<file path="config.mk">
export PLATFORM = sky130hd
export DESIGN_NAME = nie_irq_err
export DESIGN_NICKNAME = d
export VERILOG_FILES = /design/src/rtl/nie_irq_err.v /design/src/rtl/nie_pin_drive.v /design/src/rtl/nie_sync2.v
export VERILOG_INCLUDE_DIRS = /design/src /design/src/rtl
export SDC_FILE = /design/constraint.sdc
export NUM_CORES = 1
export LEC_CHECK = 0
export CORE_MARGIN = 4
export CORE_UTILIZATION = 57
export CTS_CLUSTER_SIZE = 12
export DETAILED_ROUTE_END_ITERATION = 16
export DONT_BUFFER_PORTS = 1
export PLACE_DENSITY = 0.75
export REMOVE_ABC_BUFFERS = 1
export SLEW_MARGIN = 20
export SYNTH_ARGS = -nofsm -noshare
export SYNTH_HDL_FRONTEND = slang
export SYNTH_SLANG_ARGS = --single-unit
</file>
<file path="constraint.sdc">
create_clock -name ref_clk -period 1.5 [get_ports ref_clk]
set_input_delay 0 -clock ref_clk [delete_from_list [all_inputs] [get_ports ref_clk]]
set_output_delay 0 -clock ref_clk [all_outputs]
set_load 0.02 [all_outputs]
</file>
<file path="src/rtl/nie_defs.vh">
// Purpose: Constants for the request enable and error flag block
// Assumes: APB byte addresses equal register index times four
// Notes: Printed offsets are indices, not all multiples of four
`ifndef NIE_DEFS_VH
`define NIE_DEFS_VH
// Register indices as printed
`define NIE_IDX_REQ0 8'h06
`define NIE_IDX_REQ1 8'h07
`define NIE_IDX_EN0 8'h08
`define NIE_IDX_EN1 8'h09
`define NIE_IDX_ERR 8'h0A
`define NIE_IDX_CTRL 8'h20
`define NIE_IDX_COLL 8'h21
// Byte addresses derived from indices
`define NIE_ADDR_REQ0 12'h018
`define NIE_ADDR_REQ1 12'h01C
`define NIE_ADDR_EN0 12'h020
`define NIE_ADDR_EN1 12'h024
`define NIE_ADDR_ERR 12'h028
`define NIE_ADDR_CTRL 12'h080
`define NIE_ADDR_COLL 12'h084
// Field positions
`define NIE_EN0_INVERT 7
`define NIE_EN1_PUSHPULL 7
`define NIE_EN1_PINGATE 6
`define NIE_REQ_SET 7
`define NIE_REQ0_FAULT 1
`define NIE_REQ0_RXDONE 2
`define NIE_REQ1_GLOBAL 6
`define NIE_ERR_NVM 7
`define NIE_ERR_WRFAULT 6
`define NIE_ERR_OVF 5
`define NIE_ERR_SHORT 4
`define NIE_ERR_NODATA 3
`define NIE_ERR_COLL 2
`define NIE_ERR_PROT 1
`define NIE_ERR_INTEG 0
`define NIE_CTRL_COLLERR 0
`define NIE_CTRL_MULTI 1
`define NIE_CTRL_EMD 2
// Reset values
`define NIE_RST_BYTE 8'h00
// Frame length minima
`define NIE_MIN_BITS 4
`define NIE_MIN_BYTES_EMD 3
`endif

</file>
<file path="src/rtl/nie_irq_err.v">
// Purpose: Request enables, combined request, pin and error flags
// Assumes: Event inputs are one-cycle pulses on ref_clk
// Notes on behaviour
// - Polarity bit inverts interrupt pin
// - Group zero enables gate flags to combined
// - Group one enables gate detect, timer flags
// - Style bit selects push-pull, else open-drain
// - Pin gate bit passes combined request
// - Memory command error sets top flag
// - Bad-time buffer writes set write fault
// - Write fault clears on command start, or on error store in multi-frame
// - Full-buffer write sets overflow, blocks writes
// - Under four bits: short fault, discard
// - Suppression mode: under three bytes discarded
// - Receive start clears frame error flags
// - Send with empty buffer sets fault
// - Collision sets flag, records first position
// - End symbol collision is ignored
// - Framing errors set flag, stop reception
// - Framing error drops last byte
// - Parity or CRC mismatch sets integrity
// - Collision-as-error also sets integrity
// - Error flags except memory, short and collision raise fault request flag
// - Enabled request raises combined flag
// - Request writes set or clear marked bits
`timescale 1ns/100ps
`include "nie_defs.vh"
module nie_irq_err #(
   parameter COLL_W = 8
) (
   input wire ref_clk,
   input wire rst_n,
   input wire psel,
   input wire penable,
   input wire pwrite,
   input wire [11:0] paddr,
   input wire [31:0] pwdata,
   output reg [31:0] prdata,
   output reg pready,
   output reg pslverr,
   input wire [5:0] req0_events,
   input wire [5:0] req1_events,
   input wire nvm_cmd_done,
   input wire nvm_cmd_error,
   input wire buf_write,
   input wire buf_full,
   input wire busy_crc_send,
   input wire busy_receive_state,
   input wire busy_auth,
   input wire cmd_start,
   input wire rx_cmd_start,
   input wire enter_wait_data,
   input wire errors_stored,
   input wire frame_end,
   input wire [3:0] frame_bits,
   input wire [7:0] frame_bytes,
   input wire send_request,
   input wire buf_empty,
   input wire collision,
   input wire collision_in_eof,
   input wire [COLL_W-1:0] collision_pos,
   input wire framing_error,
   input wire integrity_error,
   input wire card_detect_async,
   output reg buf_write_accept,
   output reg frame_discard,
   output reg rx_stop,
   output reg drop_last_byte,
   output reg decoder_keep,
   output wire irq_pin_o,
   output wire irq_pin_oe
);
   // Register map, byte address is the index times four:
   //  0x018 group zero request flags, bit 7 picks set or clear
   //  0x01C group one request flags, bit 6 is the combined flag
   //  0x020 group zero enables, bit 7 inverts the pin
   //  0x024 group one enables, bit 7 push-pull, bit 6 pin gate
   //  0x028 error flags, hardware owned, not writable
   //  0x080 control: collision-as-error, multi-frame, suppression
   //  0x084 first collision position, valid flag above it
   // Unmapped addresses answer with an error and read as zero
   // Every register is nine bits or less; upper data bits read 0
   reg [7:0] en0_reg; // Group zero enables and polarity
   reg [7:0] en1_reg; // Group one enables and pin controls
   reg [6:0] req0_reg; // Group zero request flags
   reg [6:0] req1_reg; // Group one request flags, bit 6 combined
   reg [7:0] err_reg; // Error flags
   reg [2:0] ctrl_reg; // Collision-as-error, multi-frame, suppression
   reg [COLL_W-1:0] coll_pos_reg; // First collision position
   reg coll_valid_reg; // Position holds a collision
   reg pin_req_reg; // Gated request toward pin
   reg [7:0] err_next;
   reg [6:0] req0_next;
   reg [6:0] req1_next;
   reg [31:0] rd_next;
   reg wr_req0;
   reg wr_req1;
   reg short_frame;
   reg err_set_any;
   reg [6:0] wmask;
   reg wset;
   wire card_detect; // Synchronised detect level
   reg card_detect_d; // Previous detect level for edge
   wire apb_wr; // Write takes effect this edge
   wire apb_rd; // Read data taken this edge

   // Writes land in the access phase, where the request is final.
   // Read data is captured at the setup edge so that it stands,
   // registered, through the single access cycle.
   assign apb_wr = psel & penable & pwrite;
   assign apb_rd = psel & ~penable & ~pwrite;

   // Map an APB byte address to a known register
   // Only exact word addresses match; anything else is refused
   function addr_known;
      input [11:0] a;
      begin
         addr_known = (a == `NIE_ADDR_REQ0) || (a == `NIE_ADDR_REQ1) ||
            (a == `NIE_ADDR_EN0) || (a == `NIE_ADDR_EN1) ||
            (a == `NIE_ADDR_ERR) || (a == `NIE_ADDR_CTRL) ||
            (a == `NIE_ADDR_COLL);
      end
   endfunction

   // Card detect comes from an analogue domain
   // Two stages keep a metastable level away from the edge detect
   nie_sync2 u_sync (
      .ref_clk(ref_clk),
      .rst_n(rst_n),
      .din(card_detect_async),
      .dout(card_detect)
   );

   // Error flag next state; sets are applied after clears so sets win
   always @* begin
      err_next = err_reg;
      short_frame = 1'b0;
      wr_req0 = apb_wr && (paddr == `NIE_ADDR_REQ0);
      wr_req1 = apb_wr && (paddr == `NIE_ADDR_REQ1);
      wset = pwdata[`NIE_REQ_SET];
      wmask = pwdata[6:0];
      // Clears first
      // In multi-frame receive the write fault must survive until the
      // error word has been stored, so command start is ignored then
      if (ctrl_reg[`NIE_CTRL_MULTI]) begin
         if (errors_stored)
            err_next[`NIE_ERR_WRFAULT] = 1'b0;
      end else if (cmd_start) begin
         err_next[`NIE_ERR_WRFAULT] = 1'b0;
      end
      // Receive and transceive starts share one clear; transceive
      // arrives here as the entry to the wait-for-data state
      if (rx_cmd_start || enter_wait_data) begin
         err_next[`NIE_ERR_SHORT] = 1'b0;
         err_next[`NIE_ERR_COLL] = 1'b0;
         err_next[`NIE_ERR_PROT] = 1'b0;
         err_next[`NIE_ERR_INTEG] = 1'b0;
      end
      // Top flag reflects only the most recent memory command
      if (nvm_cmd_done)
         err_next[`NIE_ERR_NVM] = nvm_cmd_error;
      // Sets come last, so a set and a clear in one cycle leave it set
      if (buf_write && (busy_crc_send || busy_receive_state || busy_auth))
         err_next[`NIE_ERR_WRFAULT] = 1'b1;
      if (buf_write && buf_full)
         err_next[`NIE_ERR_OVF] = 1'b1;
      // Whole bytes and trailing bits together give the length
      if (frame_end && frame_bytes == 8'h00 &&
          frame_bits < `NIE_MIN_BITS) begin
         err_next[`NIE_ERR_SHORT] = 1'b1;
         short_frame = 1'b1;
      end
      // Suppression discards silently; no flag is defined for it
      if (frame_end && ctrl_reg[`NIE_CTRL_EMD] &&
          frame_bytes < `NIE_MIN_BYTES_EMD)
         short_frame = 1'b1;
      if (send_request && buf_empty)
         err_next[`NIE_ERR_NODATA] = 1'b1;
      // A collision inside the end symbol is legal signalling
      if (collision && !collision_in_eof) begin
         err_next[`NIE_ERR_COLL] = 1'b1;
         if (ctrl_reg[`NIE_CTRL_COLLERR])
            err_next[`NIE_ERR_INTEG] = 1'b1;
      end
      if (framing_error)
         err_next[`NIE_ERR_PROT] = 1'b1;
      // Integrity faults never stop reception
      if (integrity_error)
         err_next[`NIE_ERR_INTEG] = 1'b1;
      // Fault request on rising edge of any listed error
      // Short-frame and collision flags are not listed, so they
      // never raise the fault request on their own
      err_set_any = (err_next[`NIE_ERR_WRFAULT] &
                     ~err_reg[`NIE_ERR_WRFAULT]) |
                    (err_next[`NIE_ERR_OVF] & ~err_reg[`NIE_ERR_OVF]) |
                    (err_next[`NIE_ERR_PROT] & ~err_reg[`NIE_ERR_PROT]) |
                    (err_next[`NIE_ERR_NODATA] &
                     ~err_reg[`NIE_ERR_NODATA]) |
                    (err_next[`NIE_ERR_INTEG] & ~err_reg[`NIE_ERR_INTEG]);
   end

   // Request flag next state: software write, then hardware sets win
   always @* begin
      req0_next = req0_reg;
      req1_next = req1_reg;
      if (wr_req0)
         req0_next = wset ? (req0_reg | wmask) : (req0_reg & ~wmask);
      if (wr_req1)
         req1_next = wset ? (req1_reg | wmask) : (req1_reg & ~wmask);
      // Group zero sources: high, low, idle, tx, rx at 6..2, sof at 0
      req0_next[6:2] = req0_next[6:2] | req0_events[5:1];
      req0_next[0] = req0_next[0] | req0_events[0];
      // A discarded frame never raises receive done
      // A clear write still acts; only the raise is held back
      if (short_frame)
         req0_next[`NIE_REQ0_RXDONE] = req0_reg[`NIE_REQ0_RXDONE] &
            ~(wr_req0 & ~wset & wmask[`NIE_REQ0_RXDONE]);
      // Fault request follows a new listed error at the same edge
      if (err_set_any)
         req0_next[`NIE_REQ0_FAULT] = 1'b1;
      req1_next[4:0] = req1_next[4:0] | req1_events[4:0];
      // Card detect arrives as a level; only its rising edge counts
      req1_next[5] = req1_next[5] | req1_events[5] |
         (card_detect & ~card_detect_d);
      // Combined flag is sticky: software clears it, and hardware
      // sets it again while any enabled flag stays set
      if (|(req0_next & en0_reg[6:0]) | |(req1_next[5:0] & en1_reg[5:0]))
         req1_next[`NIE_REQ1_GLOBAL] = 1'b1;
   end

   // Register read mux
   // Flags read as stored; reading never clears anything
   always @* begin
      rd_next = 32'h00000000;
      case (paddr)
         `NIE_ADDR_REQ0: rd_next[6:0] = req0_reg;
         `NIE_ADDR_REQ1: rd_next[6:0] = req1_reg;
         `NIE_ADDR_EN0: rd_next[7:0] = en0_reg;
         `NIE_ADDR_EN1: rd_next[7:0] = en1_reg;
         `NIE_ADDR_ERR: rd_next[7:0] = err_reg;
         `NIE_ADDR_CTRL: rd_next[2:0] = ctrl_reg;
         `NIE_ADDR_COLL: rd_next[COLL_W:0] = {coll_valid_reg, coll_pos_reg};
         default: rd_next = 32'h00000000;
      endcase
   end

   // APB slave: no wait state, ready in the access phase
   // Limitation: ready is a one-cycle pulse after every setup cycle,
   // so each transfer takes exactly two cycles, mapped or not
   always @(posedge ref_clk or negedge rst_n) begin
      if (!rst_n) begin
         prdata <= 32'h00000000;
         pready <= 1'b0;
         pslverr <= 1'b0;
      end else begin
         pready <= psel & ~penable;
         pslverr <= psel & ~penable & ~addr_known(paddr);
         if (apb_rd)
            prdata <= rd_next;
      end
   end

   // Enables, control and flags
   always @(posedge ref_clk or negedge rst_n) begin
      if (!rst_n) begin
         en0_reg <= `NIE_RST_BYTE;
         en1_reg <= `NIE_RST_BYTE;
         err_reg <= `NIE_RST_BYTE;
         req0_reg <= 7'h00;
         req1_reg <= 7'h00;
         ctrl_reg <= 3'h0;
         card_detect_d <= 1'b0;
      end else begin
         // Error register is hardware owned; writes to it are dropped
         if (apb_wr && paddr == `NIE_ADDR_EN0)
            en0_reg <= pwdata[7:0];
         if (apb_wr && paddr == `NIE_ADDR_EN1)
            en1_reg <= pwdata[7:0];
         if (apb_wr && paddr == `NIE_ADDR_CTRL)
            ctrl_reg <= pwdata[2:0];
         // Error and request flags take their next state every cycle
         err_reg <= err_next;
         req0_reg <= req0_next;
         req1_reg <= req1_next;
         card_detect_d <= card_detect;
      end
   end

   // First collision position, cleared with the collision flag
   // A clear and a new collision in one cycle keep the new position
   always @(posedge ref_clk or negedge rst_n) begin
      if (!rst_n) begin
         coll_pos_reg <= {COLL_W{1'b0}};
         coll_valid_reg <= 1'b0;
      end else if (collision && !collision_in_eof &&
                   (!coll_valid_reg || rx_cmd_start || enter_wait_data)) begin
         coll_pos_reg <= collision_pos;
         coll_valid_reg <= 1'b1;
      end else if (rx_cmd_start || enter_wait_data) begin
         coll_valid_reg <= 1'b0;
      end
   end

   // Datapath strobes, registered so outputs come from flip-flops
   always @(posedge ref_clk or negedge rst_n) begin
      if (!rst_n) begin
         buf_write_accept <= 1'b0;
         frame_discard <= 1'b0;
         rx_stop <= 1'b0;
         drop_last_byte <= 1'b0;
         decoder_keep <= 1'b0;
         pin_req_reg <= 1'b0;
      end else begin
         // Once overflowed, every later write is ignored
         // Limitation: overflow has no clear here, so writes stay
         // blocked until reset
         buf_write_accept <= buf_write & ~buf_full &
            ~err_reg[`NIE_ERR_OVF];
         // Discard and decoder keep mark the same event
         frame_discard <= short_frame;
         decoder_keep <= short_frame;
         rx_stop <= framing_error;
         drop_last_byte <= framing_error;
         // Pin path is registered twice after the combined flag
         pin_req_reg <= req1_reg[`NIE_REQ1_GLOBAL] &
            en1_reg[`NIE_EN1_PINGATE];
      end
   end

   // Pin drive stage
   // Polarity and style act after the gate, so a gated pin rests
   // at the deasserted level of the chosen polarity
   nie_pin_drive u_pin (
      .ref_clk(ref_clk),
      .rst_n(rst_n),
      .request(pin_req_reg),
      .invert(en0_reg[`NIE_EN0_INVERT]),
      .push_pull(en1_reg[`NIE_EN1_PUSHPULL]),
      .irq_pin_o(irq_pin_o),
      .irq_pin_oe(irq_pin_oe)
   );
endmodule // nie_irq_err

</file>
<file path="src/rtl/nie_pin_drive.v">
// Purpose: Interrupt pin polarity and drive style
// Assumes: Request and config come from flip-flops on ref_clk
// Notes: Outputs registered; open-drain drives only while level is high
`timescale 1ns/100ps
module nie_pin_drive (
   input wire ref_clk,
   input wire rst_n,
   input wire request,
   input wire invert,
   input wire push_pull,
   output reg irq_pin_o,
   output reg irq_pin_oe
);
   reg level; // Pin level after polarity choice

   // Asserted level is high unless inverted
   always @* begin
      level = invert ? ~request : request;
   end

   // Push-pull always drives; open-drain only pulls low while level is high
   always @(posedge ref_clk or negedge rst_n) begin
      if (!rst_n) begin
         irq_pin_o <= 1'b0;
         irq_pin_oe <= 1'b0;
      end else if (push_pull) begin
         irq_pin_o <= level;
         irq_pin_oe <= 1'b1;
      end else begin
         // Open drain can only pull low, so the asserted state must be low
         irq_pin_o <= 1'b0;
         irq_pin_oe <= level;
      end
   end
endmodule // nie_pin_drive

</file>
<file path="src/rtl/nie_sync2.v">
// Purpose: Two flip-flop synchroniser for one level
// Assumes: Input is asynchronous to ref_clk
// Notes: First stage is read only by the second
`timescale 1ns/100ps
module nie_sync2 (
   input wire ref_clk,
   input wire rst_n,
   input wire din,
   output reg dout
);
   reg meta_reg; // First stage, read only by the second stage

   // Two stage capture
   always @(posedge ref_clk or negedge rst_n) begin
      if (!rst_n) begin
         meta_reg <= 1'b0;
         dout <= 1'b0;
      end else begin
         meta_reg <= din;
         dout <= meta_reg;
      end
   end
endmodule // nie_sync2
</file>
==> summary.txt, run 1 <==
Final Setup Violations = 17
CP dominant cell by count = or4_4
Most frequent cells in the layout = 70 x dfrtp_1, 56 x dlygate4sd3_1, 36 x nand2_1, 36 x buf_4, 23 x conb_1
Worst Skew = 0.0110 ns
Routed vias/inst = 6.10
Largest family of logic cells by synthesized area = compound AO/OA/AOI/OAI gates
Worst-path cell chain = or4_4, or4_4, o21ai_2, a21boi_2, a2111oi_2, nand4_1
Worst-Skew Late Latency = 0.35 ns
Max incr delay on CP = 0.59 ns
HP Class = input pin to async pin
PwrDens = 906 mW/mm2
Inst Count DP = 425
Synth Area in Compound Gates = 16.2%
Top FF cell, synth = dfrtp_1
CP max-delay cell = or4_4
Number of global-route vias before repair = 3082
Most Crowded Layer GR = met2
RSZ-0062 raised after global routing = yes
Post-Synthesis Cells = 326
Commonest non-fill, non-tap cell in the layout = dfrtp_1
Simple-Gate Fraction of Synth Area = 15.0%
Via count = 3057
Synthesized area per cell = 10.8 um2
Failing checks = hold timing, setup timing
Num CTS Buffers = 9
# H-tree levels = 3
Max-cap violations = 0
Drt first pass iters = 7
Critical Path Fanout Max = 6
GRT Resource Usage Total = 28.4%
Core area = 0.00596 mm2
Die area = 0.00750 mm2
I/O pin count = 141
Xor/xnor cell area share of the yosys netlist = 0.497%
Slew @ Worst Pin = 0.620 ns
Met2 Use GR = 47.1%
Worst hold margin = -0.673 ns
Leading area contributor after synthesis = dfrtp_1
Hold Vio Cnt, Final = 71
CP endpoint kind = flip-flop
Place WS = -0.803 ns
# DRC = 0
Area Growth Syn to Fin = 35.8%
Yosys top cell area share = 49.7%
Final worst path period share = 113%
Relative slew slack = 58.6%
YS warnings = 0
Synth Cell Area = 0.00352 mm2
Setup TNS = -1.35 ns
Met1 usage = 35.4%
WL/cell = 21.1 um
Final HPWL from detailed placement = 6600 um
Max reg flops = 9
Pins Over Slew Limit = 0
Final Critical Period = 1.69 ns
GR Util met3 = 7.41%
Initial core utilization = 59.1%
CP startpoint kind = input pin
Async S/R FF share, synth = 100%
Fmax = 0.591 GHz
FILL cells = 353
Clock Tree Buf Depth = 2
Unique masters post-synth = 52
Initial antenna violation count = 0
Post-synthesis sequential element count = 70
Remaining global-route overflow = 0
Nets@finish = 521
Fin cells = 501
Final GP Congestion = 0.871
Top reg by flops = prdata
Clk root buf = clkbuf_8
Synth Area in Adders = 0%
Max VDD drop = 0.691 mV
Drt total wl = 10600 um
Critical path class = input pin to flip-flop
Status = finished with violations
CTS tree = done
Die width = 86.6 um
Initial drt markers = 355
Row Count = 28
Sequential fraction of the synthesis area = 49.7%
Die H = 86.6 um
Post-synth EDFFs = 0
PortBufs = 0
First-pass GRT wire length = 16100 um
Crit path required time = 1.72 ns
Final ANT Viol Nets = 0
CP Data Arrival Time = 1.91 ns
Lkg Pwr = 0.00206 uW
Clock sink count = 70
Diodes inserted = 0
Layout cells sized above 1 = 26.8%
Multiplexer share of the synthesized area = 10.3%
Reg clk slew, reported paths = 0.09 ns
Largest net degree at the start of global routing = 71
Area contributors post-synth = dfrtp_1 50%, mux2_2 8.0%, buf_4 5.5%
Final WS setup = -0.191 ns
[per-layer routing]
metal | vias to the layer above | share of wire [%]
met3 | 33 | 8.8
met2 | 178 | 50
met1 | 1505 | 38
met4 | 0 | 3.1
met5 | - | 0
li1 | 1341 | -
[worst paths after layout]
kind	cells past startpoint	slack [ns]	to	start
worst max-delay path	6	-0.19	req1_reg[6]	paddr[10]
worst min-delay path	0	-0.67	prdata[5]	rst_n
worst max register to register	7	-0.11	req1_reg[6]	ctrl_reg[0]
worst min register to register	0	0.36	u_sync.dout	u_sync.meta_reg
max in group asynchronous	0	2.07	req1_reg[3]	rst_n
min in group ref_clk	4	-0.01	req0_reg[3]	pwdata[3]
[report_power, final]
group	switching (uW)	internal [uW]
logic	197	198
clock network	809	1130
registers	51.4	1950
[cells in the mapped netlist (2+ instances only)]
library cell / instances
dfrtp_1: 70
nand2_1: 37
buf_4: 26
mux2_2: 25
inv_1: 14
o21ai_0: 13
nand2b_1: 10
a31oi_1: 9
mux2i_1: 8
a21boi_1: 7
a221oi_1: 7
a22oi_1: 7
nor2_1: 7
a21oi_1: 6
nand3_1: 6
o21ai_1: 6
clkbuf_1: 5
a311o_1: 4
nor3_1: 4
a21boi_0: 3
nor2b_1: 3
nor4_1: 3
nor4_2: 3
o2111ai_1: 3
or3_1: 3
a2111oi_1: 2
a211oi_1: 2
a21bo_2: 2
buf_2: 2
nand4_1: 2
nor4_4: 2
o22ai_1: 2
or4_1: 2
or4b_2: 2
xnor2_1: 2
[worst max-delay path: cells and delay by family]
family | cells | cell delay, ns
simple gates | 3 | 1.25
compound gates | 3 | 0.66
[layout make-up]
| cell class | instances | area (um2) | area share (%) |
|---|---|---|---|
| Timing Repair Buffer | 96 | 880 | 18.4 |
| Clock inverter | 7 | 128 | 2.67 |
| Clock buffer | 9 | 124 | 2.59 |
| Sequential cell | 70 | 1750 | 36.6 |
| Tap cell | 75 | 93.8 | 1.96 |
| Multi-Input combinational cell | 230 | 1760 | 36.7 |
| Inverter | 14 | 52.6 | 1.10 |
[logic make-up (layout without fill, tap and decap cells)]
group,after synthesis,count (layout)
xor gates and xnor gates,2,2
and+or+nand+nor,91,91
muxes,33,33
AOI/OAI and AO/OA,81,81
buffers and inverters,48,126
other,1,23
DFF,70,70
[stage by stage]
| step | hold WS, ns | area (um2) | utilization (%) | total power [uW] |
|---|---|---|---|---|
| 6_report | -0.673 | 4780 | 80.3 | 4340 |
| 2_1_floorplan | -0.296 | 3370 | - | 2190 |
| 5_1_grt | -0.690 | 4780 | 80.3 | 4470 |
| 3_3_place_gp | -0.294 | 3730 | 62.7 | 2250 |
| 3_5_place_dp | -0.294 | 3730 | 62.7 | 2260 |
| 4_1_cts | -0.682 | 4690 | 78.8 | 4320 |
[what timing repair did]
action / in CTS / in global routing
endpoints found under the hold margin: 128 / 74
pin swaps: 14 / 6
endpoints found under the setup margin: 27 / 28
hold buffers: 55 / 1
buffers inserted: 1 / 3
gates resized for setup: 35 / 14
cloned: 1 / 0
Note: power is estimated with default switching activity, not from simulation.
==> run 2: changes to the inputs <==
--- a/config.mk
+++ b/config.mk
@@ -16,4 +16,5 @@
 export SLEW_MARGIN = 20
 export SYNTH_ARGS = -nofsm -noshare
 export SYNTH_HDL_FRONTEND = slang
+export SYNTH_HIERARCHICAL = 1
 export SYNTH_SLANG_ARGS = --single-unit
==> run 2 against run 1 <==
  * The run still ends with hold timing, setup timing left
  * First-iteration DRC count fell by 28%
  * Wire length fell by 4.2%
  * Register-to-register slack got worse by 0.05 ns
  * Sequential power rose by 2%
  * Die area fell by 2.3%
  * Synthesized cell count fell by 6.1%
  * Clock-buffer cell count rose by 1
  * Non-clock buffer count fell by 7
  * Critical path type unchanged
  * Highest routed layer unchanged
==> summary.txt, run 2 <==
Status = finished with violations
Failing checks = hold timing, setup timing
Unique masters post-synth = 51 (-1.9%)
Final ANT Viol Nets = 0 (unchanged)
Post-synth EDFFs = 0 (unchanged)
Hold Vio Cnt, Final = 70 (-1.4%)
Final GP Congestion = 0.935 (+7.4%)
CP startpoint kind = input pin
Synth Cell Area = 0.00343 mm2 (-2.5%)
RSZ-0062 raised after global routing = yes
I/O pin count = 141 (unchanged)
Sequential fraction of the synthesis area = 51.0% (+1.3 points)
Number of global-route vias before repair = 3075 (-0.23%)
Routed vias/inst = 6.21 (+1.8%)
Clk root buf = clkbuf_8
Core area = 0.00589 mm2 (-1.2%)
Max incr delay on CP = 0.56 ns (-0.03 ns)
Row Count = 28 (unchanged)
Power share of the clock group = 39.1% (-5.7 points)
# H-tree levels = 3 (unchanged)
Reg clk slew, reported paths = 0.08 ns (about the same)
CP max-delay cell = or4_4
Finished Core Util = 79.0% (-1.3 points)
Flop pwr share = 51.4% (+5.3 points)
Leading area contributor after synthesis = dfrtp_1
Lkg Pwr = 0.00202 uW (-2.2%)
Die area = 0.00733 mm2 (-2.3%)
Final HPWL from detailed placement = 6340 um (-4.0%)
Yosys top cell area share = 51.0% (+1.3 points)
Dpl cell area = 0.00364 mm2 (-2.4%)
Drt total wl = 10100 um (-4.2%)
Top reg by flops = prdata
Slew @ Worst Pin = 0.680 ns (+0.0604 ns)
Critical path class = input pin to flip-flop
Final Setup Violations = 28 (+11)
Synth top cells by count = 70 x dfrtp_1, 31 x nand2_1, 27 x mux2_2
Largest net degree at the start of global routing = 71 (unchanged)
Worst Skew = 0.00518 ns (-0.00579 ns)
WL/cell = 21.4 um (+1.2%)
Fmax = 0.555 GHz (-6.2%)
Max reg flops = 9 (unchanged)
Worst-Skew Late Latency = 0.35 ns (about the same)
Internal Power = 2960 uW (-9.7%)
CP Data Arrival Time = 2.01 ns (+0.10 ns)
Nets@finish = 494 (-5.2%)
Commonest non-fill, non-tap cell in the layout = dfrtp_1
Place WS = -0.777 ns (+0.0265 ns)
HP Class = input pin to async pin
# DRC = 0 (unchanged)
Final worst path period share = 120% (+7.4 points)
PortBufs = 0 (unchanged)
First-pass GRT wire length = 15600 um (-3.3%)
Final Critical Period = 1.80 ns (+0.111 ns)
Area contributors post-synth = dfrtp_1 51%, mux2_2 8.9%, buf_4 5.7%
Initial drt markers = 256 (-28%)
Remaining global-route overflow = 0 (unchanged)
Num CTS Buffers = 9 (unchanged)
Clock sink count = 70 (unchanged)
Total power draw = 3970 uW (-8.4%)
Worst hold margin = -0.662 ns (+0.0106 ns)
Layout cells sized above 1 = 28.8% (+2.1 points)
Post-synthesis sequential element count = 70 (unchanged)
Die width = 85.6 um (-1.1%)
Drt first pass iters = 5 (-2)
Top FF cell, synth = dfrtp_1
Layout Cell Area excl Fill = 0.00465 mm2 (-2.8%)
Die H = 85.6 um (-1.1%)
Max VDD drop = 0.592 mV (-14%)
Critical Path Fanout Max = 5 (-1)
Most common cell in the netlist = dfrtp_1
Final WS setup = -0.302 ns (-0.111 ns)
Crit path required time = 1.71 ns (about the same)
Most frequent cells in the layout = 70 x dfrtp_1, 51 x dlygate4sd3_1, 28 x nand2_1, 28 x buf_4, 23 x conb_1
Area Growth Syn to Fin = 35.5%
Hold buffers post-CTS = 51 (-7.3%)
YS warnings = 6 (+6)
GRT Resource Usage Total = 28.0% (-0.41 points)
Relative slew slack = 54.5% (-4.0 points)
FILL cells = 335 (-5.1%)
Initial antenna violation count = 0 (unchanged)
Switching power = 1010 uW (-4.1%)
Combinational group share of total power = 9.6% (+0.5 points)
PwrDens = 854 mW/mm2 (-5.7%)
Via count = 2943 (-3.7%)
CP endpoint kind = flip-flop
Clock Tree Buf Depth = 2 (unchanged)
Initial core utilization = 58.3% (-0.81 points)
Max-cap violations = 0 (unchanged)
Async S/R FF share, synth = 100% (unchanged)
Synthesized area per cell = 11.2 um2 (+3.8%)
Post-Synthesis Cells = 306 (-6.1%)
Worst-path cell chain = or4_4, nor4_4, a21boi_0, a311o_1, a222oi_1, and3_1, nand4_1
Net Sw Frac = 25.5% (+1.1 points)
Diodes inserted = 0 (unchanged)
CTS tree = done
Pins Over Slew Limit = 0 (unchanged)
==> run 2: worst paths after layout <==
check	cells past startpoint	end	slack (ns)	startpoint
worst min-delay path	0	prdata[8]	-0.66	rst_n
min in group ref_clk	2	err_reg[2]	0.01	collision
worst max register to register	6	req1_reg[6]	-0.16	err_reg[0]
worst min register to register	0	u_sync/dout	0.36	u_sync/meta_reg
max in group asynchronous	0	coll_valid_reg	2.02	rst_n
worst max-delay path	7	req1_reg[6]	-0.30	paddr[11]
==> run 2: timing repair <==
action,4_1_cts,5_1_grt
resized for setup,34,25
cloned,0,1
setup endpoints to repair,28,37
setup buffers,4,2
pin swaps,2,11
endpoints found under the hold margin,126,70
==> run 2: cell families after synthesis <==
kind of cell,after synthesis,synth area share [%]
simple gates,84,13.7
buf+inv,38,7.07
other cells,1,0.109
mux,36,11.5
compound gates,76,16.4
xor+xnor,1,0.255
flops,70,51.0
==> run 2: power groups by stage <==
stage	clock [uW]	sequential [uW]	combinational (uW)
floorplan	0	2060	176
global placement	0	2070	217
detailed placement	0	2070	224
CTS	1570	2040	360
global route	1650	2050	410
finish	1550	2040	381
==> run 2: cell type report <==
type | count | area (um2) | share of cell area (%)
Tap cell | 75 | 93.8 | 2.02
Multi-Input combinational cell | 220 | 1740 | 37.4
Clock inverter | 6 | 61.3 | 1.32
Clock buffer | 10 | 138 | 2.96
Inverter | 4 | 15.0 | 0.323
Sequential cell | 70 | 1750 | 37.7
Timing Repair Buffer | 89 | 851 | 18.3
==> run 2: worst max-delay path, delay by kind of cell <==
kind | cells | cell delay, ns
AO/OA/AOI/OAI | 3 | 0.85
AND/OR/NAND/NOR | 4 | 1.15
==> run 2: per-layer routing <==
layer  vias up  GRT usage (%)  share of wire (%)
met5         -              0                  0
met4         0           16.7                4.5
met3        42           6.92                8.6
met2       177           46.1                 50
met1      1456           33.2                 36
li1       1268              -                  -
==> run 2: through the flow <==
stage          TNS, ns  std cells
6_report         -4.85        474
3_3_place_gp    -17.41        402
5_1_grt          -5.48        474
2_1_floorplan   -16.98        294
4_1_cts          -3.88        473
3_5_place_dp    -18.62        402
